--- config.mk ---
export PLATFORM = sky130hd
export DESIGN_NAME = fsw_writer
export DESIGN_NICKNAME = d
export VERILOG_FILES = /design/src/hdl/fsw_pkg.sv /design/src/hdl/fsw_hold_buf.sv /design/src/hdl/fsw_writer.sv
export SDC_FILE = /design/constraint.sdc
export NUM_CORES = 1
export LEC_CHECK = 0
export BUFFER_PORTS_ARGS = -buffer_cell sky130_fd_sc_hd__buf_2
export CORE_ASPECT_RATIO = 0.5
export CORE_MARGIN = 4
export CORE_UTILIZATION = 40
export CTS_CLUSTER_DIAMETER = 60
export DETAILED_ROUTE_END_ITERATION = 12
export GPL_ROUTABILITY_DRIVEN = 0
export GPL_TIMING_DRIVEN = 0
export RECOVER_POWER = 50
export SETUP_SLACK_MARGIN = 0.2
export SLEW_MARGIN = 20
export SYNTH_ARGS = -nofsm -noshare
export SYNTH_HDL_FRONTEND = slang
export SYNTH_SLANG_ARGS = --single-unit
export TNS_END_PERCENT = 1
--- constraint.sdc ---
create_clock -name core_clk_i -period 3.14 [get_ports core_clk_i]
set_clock_uncertainty 0.2 [all_clocks]
set_input_delay 0.628 -clock core_clk_i [delete_from_list [all_inputs] [get_ports core_clk_i]]
set_output_delay 0.628 -clock core_clk_i [all_outputs]
set_load 0.02 [all_outputs]
--- src/hdl/fsw_pkg.sv ---
// Behaviour
// Program only whole 64-byte blocks
// Sixty-four byte holding registers feed programming
// Table write updates only holding register
// Software writes control to launch write
// Core stalls during long write
// Internal timer ends cycle near 2 ms
// Holding registers keep contents after programming
// Software programs each byte at most twice
// Software erases programmed region first
// Software loads 64 bytes with auto-increment
// Software sets program enable before start
// Keys 55h then AAh precede start
// Software verifies block by table reads
// Pointer stays inside target block range
// Reset during cycle leaves error flag set
// Start needs unlock sequence just before
// Unlock key register holds no storage
// Control bits: erase4 err3 en2 start1
// Pointer from low, high, upper bytes
// Software rewrites row as 16 blocks
// Start only settable, hardware clears it
// Erase select makes row erase, self-clears
// Pointer bits 5:0 select holding register
// Unlock key register reads zero
// Start ignored while program enable clear
package fsw_pkg;
    localparam int BUF_BYTES = 64;
    localparam int IDX_W = 6;
    localparam int PTR_W = 22;
    localparam real CLK_MHZ = 40.0;
    localparam real PROG_TIME_US = 2000.0;
    localparam int PROG_CYCLES = int'(PROG_TIME_US * CLK_MHZ);
    // Register select codes
    localparam logic [2:0] SEL_PTR_LOW = 3'h0;
    localparam logic [2:0] SEL_PTR_HIGH = 3'h1;
    localparam logic [2:0] SEL_PTR_UPPER = 3'h2;
    localparam logic [2:0] SEL_LATCH = 3'h3;
    localparam logic [2:0] SEL_KEY = 3'h4;
    localparam logic [2:0] SEL_CTRL = 3'h5;
    // Control register fields
    localparam int CTL_ERASE = 4;
    localparam int CTL_ERR = 3;
    localparam int CTL_EN = 2;
    localparam int CTL_START = 1;
    localparam logic [7:0] KEY_FIRST = 8'h55;
    localparam logic [7:0] KEY_SECOND = 8'hAA;
    localparam logic [7:0] ZERO_BYTE = 8'h00;
    typedef enum logic [1:0] {
        OP_NONE,
        OP_WRITE_KEEP,
        OP_WRITE_INC,
        OP_WRITE_PREINC
    } fsw_tbl_op_t;
    typedef struct packed {
        logic wr;
        logic rd;
        logic [2:0] sel;
        logic [7:0] wdata;
    } fsw_reg_req_t;
    typedef struct packed {
        logic busy;
        logic erase;
        logic [PTR_W-1:0] addr;
    } fsw_flash_cmd_t;
endpackage

--- src/hdl/fsw_hold_buf.sv ---
`timescale 1ns/10ps
module fsw_hold_buf
    import fsw_pkg::*;
#(
    parameter int DEPTH = BUF_BYTES,
    parameter int AW = IDX_W
) (
    // Clock
    input wire logic core_clk_i,
    // Write port
    input wire logic wr_i,
    input wire logic [AW-1:0] waddr_i,
    input wire logic [7:0] wdata_i,
    // Read port
    input wire logic [AW-1:0] raddr_i,
    output logic [7:0] rdata_o
);
    if (DEPTH != (1 << AW)) begin : g_bad_depth
        $error("depth must be 2**AW");
    end
    logic [7:0] mem [DEPTH];
    // No reset: contents survive programming and resets
    // Registered read: one cycle from index to data
    always_ff @(posedge core_clk_i) begin
        if (wr_i) mem[waddr_i] <= wdata_i;
        rdata_o <= mem[raddr_i];
    end
endmodule // fsw_hold_buf

--- src/hdl/fsw_writer.sv ---
`timescale 1ns/10ps
module fsw_writer
    import fsw_pkg::*;
#(
    parameter int PROG_CNT = PROG_CYCLES
) (
    // Clock and reset
    input wire logic core_clk_i,
    input wire logic srst_i,
    // Reset cause: external pin or watchdog, raised with srst_i
    input wire logic abort_rst_i,
    // Register access from core
    input wire fsw_reg_req_t req_i,
    output logic [7:0] rdata_o,
    // Table write from core
    input wire fsw_tbl_op_t tbl_op_i,
    // Flash array side
    output fsw_flash_cmd_t flash_cmd_o,
    output logic flash_wr_o,
    output logic [IDX_W-1:0] flash_widx_o,
    output logic [7:0] flash_wdata_o,
    input wire logic [IDX_W-1:0] flash_ridx_i,
    // Core stall
    output logic stall_o
);
    if (PROG_CNT < 2) begin : g_bad_cnt
        $error("PROG_CNT too small");
    end
    localparam int CW = $clog2(PROG_CNT + 1);
    localparam logic [CW-1:0] CNT_LAST = CW'(PROG_CNT - 1);

    typedef enum logic [1:0] {ST_IDLE, ST_KEY1, ST_ARMED} fsw_key_t;

    // ----------------------------------------
    // Registers
    // ----------------------------------------
    logic [PTR_W-1:0] ptr;
    logic [7:0] latch;
    logic erase_sel, err_flag, prog_en, busy;
    logic [CW-1:0] cnt;
    fsw_key_t key_st;
    logic [7:0] rdata;
    fsw_flash_cmd_t cmd;

    // ----------------------------------------
    // Decode
    // ----------------------------------------
    function automatic logic hit(input fsw_reg_req_t r,
                                 input logic [2:0] s);
        return r.wr && r.sel == s;
    endfunction

    wire ctl_wr = hit(req_i, SEL_CTRL);
    wire key_wr = hit(req_i, SEL_KEY);
    wire start_req = ctl_wr && req_i.wdata[CTL_START] && !busy;
    wire start_ok = start_req && key_st == ST_ARMED
        && prog_en && req_i.wdata[CTL_EN];
    wire done = busy && cnt == CNT_LAST;
    wire tbl_wr = tbl_op_i != OP_NONE && !busy;
    wire [PTR_W-1:0] ptr_inc = {ptr[PTR_W-1],
        ptr[PTR_W-2:0] + (PTR_W-1)'(1)};
    wire [PTR_W-1:0] wr_ptr = tbl_op_i == OP_WRITE_PREINC ? ptr_inc : ptr;
    wire [7:0] ctl_val = {3'h0, erase_sel, err_flag, prog_en, busy,
        1'b0};

    fsw_hold_buf #(.DEPTH(BUF_BYTES), .AW(IDX_W)) u_buf (
        .core_clk_i(core_clk_i),
        .wr_i(tbl_wr),
        .waddr_i(wr_ptr[IDX_W-1:0]),
        .wdata_i(latch),
        .raddr_i(flash_ridx_i),
        .rdata_o(flash_wdata_o)
    );

    // ----------------------------------------
    // Read mux
    // ----------------------------------------
    logic [7:0] next_rdata;
    always_comb begin
        next_rdata = ZERO_BYTE;
        unique case (req_i.sel)
            SEL_PTR_LOW: next_rdata = ptr[7:0];
            SEL_PTR_HIGH: next_rdata = ptr[15:8];
            SEL_PTR_UPPER: next_rdata = {2'h0, ptr[21:16]};
            SEL_LATCH: next_rdata = latch;
            SEL_CTRL: next_rdata = ctl_val;
            default: next_rdata = ZERO_BYTE;
        endcase
    end

    // ----------------------------------------
    // Pointer and latch
    // ----------------------------------------
    always_ff @(posedge core_clk_i) begin
        if (srst_i) begin
            ptr <= '0;
            latch <= ZERO_BYTE;
        end else begin
            if (hit(req_i, SEL_PTR_LOW)) ptr[7:0] <= req_i.wdata;
            if (hit(req_i, SEL_PTR_HIGH)) ptr[15:8] <= req_i.wdata;
            if (hit(req_i, SEL_PTR_UPPER))
                ptr[21:16] <= req_i.wdata[5:0];
            if (hit(req_i, SEL_LATCH)) latch <= req_i.wdata;
            if (tbl_wr && tbl_op_i != OP_WRITE_KEEP) ptr <= ptr_inc;
        end
    end

    // ----------------------------------------
    // Unlock sequence, control, timer
    // ----------------------------------------
    always_ff @(posedge core_clk_i) begin
        if (srst_i) begin
            key_st <= ST_IDLE;
        end else if (req_i.wr) begin
            // Any other register write in between breaks the sequence; table writes do not
            key_st <= ST_IDLE;
            if (key_wr && req_i.wdata == KEY_FIRST) key_st <= ST_KEY1;
            if (key_wr && req_i.wdata == KEY_SECOND && key_st == ST_KEY1)
                key_st <= ST_ARMED;
        end
    end

    always_ff @(posedge core_clk_i) begin
        if (srst_i) begin
            erase_sel <= 1'b0;
            prog_en <= 1'b0;
            busy <= 1'b0;
            cnt <= '0;
            cmd <= '0;
        end else begin
            if (ctl_wr && !busy) begin
                erase_sel <= req_i.wdata[CTL_ERASE];
                prog_en <= req_i.wdata[CTL_EN];
            end
            if (start_ok) begin
                busy <= 1'b1;
                cnt <= '0;
                cmd.busy <= 1'b1;
                cmd.erase <= req_i.wdata[CTL_ERASE];
                cmd.addr <= ptr;
            end else if (done) begin
                busy <= 1'b0;
                cmd.busy <= 1'b0;
                if (cmd.erase) erase_sel <= 1'b0;
            end else if (busy) begin
                cnt <= cnt + CW'(1);
            end
        end
    end

    // Error flag survives the aborting reset
    always_ff @(posedge core_clk_i) begin
        if (srst_i) begin
            if (busy && abort_rst_i) err_flag <= 1'b1;
        end else if (start_ok) begin
            err_flag <= 1'b1;
        end else if (done) begin
            err_flag <= 1'b0;
        end else if (ctl_wr && !busy) begin
            err_flag <= req_i.wdata[CTL_ERR];
        end
    end

    // ----------------------------------------
    // Outputs
    // ----------------------------------------
    logic wr_pulse;
    logic [IDX_W-1:0] widx;
    always_ff @(posedge core_clk_i) begin
        if (srst_i) begin
            rdata <= ZERO_BYTE;
            wr_pulse <= 1'b0;
            widx <= '0;
        end else begin
            rdata <= next_rdata;
            wr_pulse <= tbl_wr;
            widx <= wr_ptr[IDX_W-1:0];
        end
    end
    assign rdata_o = rdata;
    assign flash_cmd_o = cmd;
    assign stall_o = busy;
    assign flash_wr_o = wr_pulse;
    assign flash_widx_o = widx;

    // ----------------------------------------
    // Checks
    // ----------------------------------------
    no_key_start_a: assert property (@(posedge core_clk_i)
        disable iff (srst_i) start_req && key_st != ST_ARMED |=> !busy)
        else $error("start without unlock");
    en_gate_a: assert property (@(posedge core_clk_i)
        disable iff (srst_i) start_req && !prog_en |=> !busy)
        else $error("start while disabled");
    stall_start_a: assert property (@(posedge core_clk_i)
        disable iff (srst_i) start_ok |=> stall_o && cmd.busy)
        else $error("no stall on start");
    start_hold_a: assert property (@(posedge core_clk_i)
        disable iff (srst_i) busy && !done |=> busy)
        else $error("start bit dropped early");
    timer_end_a: assert property (@(posedge core_clk_i)
        disable iff (srst_i) done |=> !busy && !err_flag)
        else $error("cycle did not end");
    erase_clr_a: assert property (@(posedge core_clk_i)
        disable iff (srst_i) done && cmd.erase |=> !erase_sel)
        else $error("erase select not cleared");
    key_read_a: assert property (@(posedge core_clk_i)
        disable iff (srst_i) req_i.sel == SEL_KEY |=> rdata_o == ZERO_BYTE)
        else $error("key register read nonzero");
    err_set_a: assert property (@(posedge core_clk_i)
        busy && abort_rst_i && srst_i |=> err_flag)
        else $error("error flag lost on reset");
    hold_wr_a: assert property (@(posedge core_clk_i)
        disable iff (srst_i) stall_o && tbl_op_i != OP_NONE |=> !flash_wr_o)
        else $error("holding write during cycle");
    cnt_range_a: assert property (@(posedge core_clk_i)
        disable iff (srst_i) busy |-> cnt <= CNT_LAST)
        else $error("timer overrun");
    prog_c: cover property (@(posedge core_clk_i) disable iff (srst_i)
        done && !cmd.erase);
    erase_c: cover property (@(posedge core_clk_i) disable iff (srst_i)
        done && cmd.erase);
    abort_c: cover property (@(posedge core_clk_i)
        busy && srst_i && abort_rst_i);
endmodule // fsw_writer

* Word level (Yosys, flattened, before mapping)
Memory sizes are Yosys's and may differ from the RTL's. A register that Yosys moved wholly into a read port is not among the register bits.
Cells that the tools add are included.
** Operators by class
- $add $sub $neg :: 2
- Eq/ne operators :: 13
- Muxes and demuxes :: 21
- Bitwise logic cells :: 2
- Reductions and logical operators :: 31
** Operator list (number)
- $pmux W8 S5 :: 1
- $add A21 B1 Y21 const B :: 1
- $mux W21 :: 1
- $logic_and A1 B1 Y1 :: 19
- $add A17 B1 Y17 const B :: 1
- $eq A17 B17 Y1 const B :: 1
- $mux W8 :: 2
- $mux W1 :: 14
- $reduce_bool A2 Y1 :: 5
- $eq A8 B7 Y1 const B :: 1
- $eq A8 B8 Y1 const B :: 1
- $eq A3 B2 Y1 const B :: 2
- $eq A3 B3 Y1 const B :: 2
- $mux W6 :: 1
- $reduce_and A2 Y1 :: 3
- $mux W5 :: 1
- $eq A2 B2 Y1 const B :: 2
- $ne A2 B1 Y1 const B :: 2
- $reduce_bool A4 Y1 :: 1
- $eq A3 B1 Y1 const B :: 1
- $logic_not A3 Y1 :: 1
- $eq A2 B1 Y1 const B :: 1
- $mux W2 :: 1
- $not A1 Y1 :: 2
- other kinds (2) :: 2
** Storage, ports and cells
- Flip-flop bits (word level) :: 91
- Bits in writable memories :: 512
- Output and inout bits :: 48
- Memories kept :: 1
** Memory list
- u_buf.mem :: depth 64, bits a word 8, read ports 1, clocked after Yosys merged registers in 1, write ports 1, RTL line fsw_hold_buf.sv:21 : logic [7:0] mem [DEPTH];

* Logic depth before layout (Yosys ltp)
- Word-level depth :: 9
- Gate-level depth with buffers :: 9
- Gate-level depth less buffers :: 6

* Modules after synthesis
A second synthesis with hierarchy kept.
** Unflattened totals
- Cells, all modules :: 1426
- Area, all modules :: 24544.8 µm²
** By module, submodules not included
- fsw_hold_buf :: instances 1, cells an instance 940, area an instance 20166.8 µm², sequential area each 15534.9 µm²
- fsw_writer :: instances 1, cells an instance 486, area an instance 4377.9 µm², sequential area each 1831.8 µm²

* Least setup slack after synthesis
Ideal clock, no wire load.
- Kind :: in2reg
- Start :: input port tbl_op_i[0]
- End :: memory u_buf.mem[48][0] (enable)
- Library setup time :: 370 ps
- Arrival :: 2216 ps
- Path slack :: 354 ps
- Cell stages on the path :: 7
- Path buffers :: 2
- Cells stage by stage :: buf_2 -> nand2_2 -> nor2_1 -> xnor2_1 -> or3b_1 -> buf_2 -> nor2_1
** Between the ends
- Longest elaborated chain between the ends :: 4
- Elaborated cells between the ends (all ways) :: 6
** Ends and longest elaborated chain
- from (decl) :: RTL line fsw_writer.sv:16 : input wire fsw_tbl_op_t tbl_op_i,
- $reduce_bool A2 Y1 :: RTL line fsw_writer.sv:59 : wire tbl_wr = tbl_op_i != OP_NONE && !busy;
- $logic_and A1 B1 Y1 :: RTL line fsw_writer.sv:59
- $mux W1 :: RTL line fsw_hold_buf.sv:25 : if (wr_i) mem[waddr_i] <= wdata_i;
- $mux W1 (not written as such) :: RTL line fsw_hold_buf.sv:25
- to (decl) :: RTL line fsw_hold_buf.sv:21
Parallel ways exist; a longest one is shown, timed or not.

* Worst setup path in the final report
- Start :: register ptr[1]
- End :: memory u_buf.mem[24][5] (enable)
** Between the ends
- Longest elaborated chain between the ends :: 2
** Ends and longest elaborated chain
- from (decl) :: RTL line fsw_writer.sv:37 : logic [PTR_W-1:0] ptr;
- from (signal assigned) :: RTL line fsw_writer.sv:99 : if (hit(req_i, SEL_PTR_LOW)) ptr[7:0] <= req_i.wdata;
- from (signal assigned) :: RTL line fsw_writer.sv:104 : if (tbl_wr && tbl_op_i != OP_WRITE_KEEP) ptr <= ptr_inc;
- $add A21 B1 Y21 :: RTL line fsw_writer.sv:61 : ptr[PTR_W-2:0] + (PTR_W-1)'(1)};
- $mux W6 (*) :: RTL line fsw_writer.sv:62 : wire [PTR_W-1:0] wr_ptr = tbl_op_i == OP_WRITE_PREINC ? ptr_inc : ptr;
Every way passes the cells marked *; elsewhere a longest branch is shown, timed or not.

==> results.sh <==
export IMPL_use_met1_pct=27.6
export IMPL_num_antenna_cells=0
export IMPL_worstPathArrival_ns=3.07
export IMPL_grt_overflow_total=0
export IMPL_p_total_w=0.0160
export IMPL_postRouteAntennaNets=0
export IMPL_crit_fanout=9
export IMPL_drtPass1Iterations=5
export IMPL_cp_end_kind="register"
export IMPL_timing_final_max_slew_violations=0
export IMPL_nNetsFinal=1614
export IMPL_fin_crit_sh_pct=94.9
export IMPL_met2_usage_pct=28.9
export IMPL_dieArea_sq_um=65100
export IMPL_clk_path_buf_depth=3
export IMPL_p_clk_share_pct=39.7
export IMPL_seq_power_share_pct=55.1
export IMPL_core_area_sq_um=59700
export IMPL_period_minus_slack_ns=2.98
export IMPL_wl_per_cell_um=24.9
export IMPL_synth_nets=1474
export IMPL_critPathRequiredTime_ns=3.23
export IMPL_root_buffer="clkbuf_16"
export IMPL_grt_antenna_before_repair=1
export IMPL_tightest_slew_ns=1.43
export IMPL_max_freq_mhz=336
export IMPL_fin_area_sq_um=28100
export IMPL_numPlacedInstances=2324
export IMPL_postSynthCellCount=1448
export IMPL_first_global_vias=13700
export IMPL_finalSetupTns_ns=0
export IMPL_io_pins=72
export IMPL_port_buffers=61
export IMPL_dpl_cell_area_sq_um=25800
export IMPL_ys_top_cells_by_area="edfxtp_1 (63%), mux4_2 (12%), dfxtp_1 (8.1%)"
export IMPL_yosys_top_cells_count="edfxtp_1 (513), mux4_2 (131), nor2_1 (127), nand2_1 (111), dfxtp_1 (98)"
export IMPL_detail_route_wirelength_um=60800
export IMPL_p_sw_share_pct=21.8
export IMPL_die_w_um=357
export IMPL_area_growth_pct=15.5
export IMPL_yosys_area_top_type="edfxtp_1"
export IMPL_top_usage_layer="met2"
export IMPL_leakagePower_nw=9.45
export IMPL_grtUsageMet3_pct=4.17
export IMPL_cp_start_kind="register"
export IMPL_cts_buffers=54
export IMPL_hpwl_um=38900
export IMPL_first_iter_violations=1509
export IMPL_grt_max_degree=67
export IMPL_p_switching_w=0.00350
export IMPL_drive_above_1_share_pct=23.8
export IMPL_initial_core_util_pct=40.7
export IMPL_synth_top_area_share_pct=63.3
export IMPL_hp_class="input port to register"
export IMPL_synthDistinctLibCells=65
export IMPL_synthesis_area_sq_um=24300
export IMPL_relSlewSlack_pct=4.98
export IMPL_cts_tree="yes"
export IMPL_drv_cap=0
export IMPL_htree_num_levels=2
export IMPL_yosysMostFrequentCell="edfxtp_1"
export IMPL_grt_pass1_wl_um=90900
export IMPL_vias_per_cell=5.57
export IMPL_rsz0062_at_grt="true"
export IMPL_critPathKind="register to register"
export IMPL_cts_sinks=611
export IMPL_final_cells=2444
export IMPL_pwr_share_comb_pct=5.2
export IMPL_ys_warnings_count=0
export IMPL_p_per_area_nw_per_um2=571
export IMPL_outcome="completed"
export IMPL_synth_edf_count=513
export IMPL_clk_pin_slew_ns=0.06
export IMPL_hold_violations=0
export IMPL_synth_async_sr_flop_share_pct=0
export IMPL_seq_area_frac_synth_pct=71.4
export IMPL_synthFlopType="edfxtp_1"
export IMPL_p_int_w=0.0126
export IMPL_timing_reg2reg_setup_slack_ns=0.16
export IMPL_clk_latency_ns=0.58
export IMPL_setup_viol=0
export IMPL_die_h_um=182
export IMPL_drc_errors=0
export IMPL_grt_usage_pct=18.8
export IMPL_ctsHoldBuffers=0
export IMPL_synth_seq_cells=611
export IMPL_avgSynthCellArea_sq_um=16.8
export IMPL_rows=63
export IMPL_vias=13600
export IMPL_vdd_drop_max_v=0.000381
worst paths after layout:
| check | startpoint | to | cells after the start |
|---|---|---|---|
| setup reg to reg | ptr[1] | u_buf.mem[24][5] | 8 |
| hold reg to reg | flash_cmd_o[12] | flash_cmd_o[12] | 2 |
| hold / removal | req_i[7] | latch[7] | 3 |
| setup / recovery | ptr[1] | u_buf.mem[24][5] | 8 |
per-layer routing:
layer,vias up,wire length [um]
li1,6022,-
met1,6991,26600
met2,511,27700
met3,97,5110
met4,0,1360
met5,-,0
metrics by stage:
stage / setup WS, ns / util, % / hold WS [ns]
2_1_floorplan: 0.354 / - / 0.241
3_3_place_gp: -0.783 / 42.9 / 0.244
3_5_place_dp: -0.422 / 43.1 / 0.248
4_1_cts: 0.146 / 47.2 / 0.127
5_1_grt: 0.0491 / 47.0 / 0.137
6_report: 0.160 / 47.0 / 0.166
layout make-up:
class | instances | area, sq um
plain buffers | 89 | 477
clock buffers | 74 | 1450
clock inverters | 26 | 226
fillers | 5131 | 31600
inverters | 6 | 22.5
multi-input cells | 742 | 7010
flip-flops and latches | 611 | 17400
well taps | 812 | 1020
repair buffers | 84 | 526
what timing repair did:
action	4_1_cts	5_1_grt
hold endpoints to repair	0	0
buffers inserted	20	0
gates resized for setup	138	3
pin swaps	11	0
endpoints found under the setup margin	512	416
cells in the final DEF (no fill, tap or decap), types with 12 or more instances in the layout:
cell,netlist,final
edfxtp_1,513,513
mux4_2,131,131
nand2_1,111,103
clkbuf_1,32,98
dfxtp_1,98,92
a21oi_1,64,64
nor2_4,0,63
nor2_1,127,62
clkbuf_16,0,54
buf_2,35,47
mux2i_1,41,41
buf_4,10,22
nor3_1,21,21
o21ai_0,19,19
o22ai_1,14,14
xor2_1,14,14
a211oi_1,13,13
o221ai_1,12,12
nand4_1,12,12
and3_1,12,12
power by group through the flow:
stage | clock [W] | sequential (W) | combinational (W)
floorplan | 0 | 0.00902 | 0.000467
global placement | 0 | 0.00903 | 0.000773
detailed placement | 0 | 0.00901 | 0.000788
CTS | 0.00648 | 0.00884 | 0.000834
global route | 0.00686 | 0.00885 | 0.000879
finish | 0.00637 | 0.00885 | 0.000832
cells by family after synthesis:
kind of cell	Yosys count	share of synthesized area, %
mux	176	14.0
flops	611	71.4
simple gates	360	6.96
compound gates	183	4.76
buf+inv	95	2.05
xor+xnor	21	0.787
fa+ha+maj	2	0.103
worst max-delay path, cell delays in order (launching register included):
cell      delay (ns)
dfxtp_2         0.46
ha_1            0.30
nand3_2         0.20
nor2_2          0.24
xnor2_4         0.19
or3b_1          0.40
clkbuf_2        0.31
nor2_4          0.22
buf_12          0.15
sequential cells by signal, indices dropped and copies added, names as in the netlist:
name and count:
u_buf.rdata_o 8, flash_cmd_o 24, flash_widx_o 6, u_buf.mem 512
rdata_o 8, cnt 17, ptr 22, latch 8
flash_wr_o 1, err_flag 1, erase_sel 1, prog_en 1
key_st 2
Note: power is estimated with default switching activity, not from simulation.
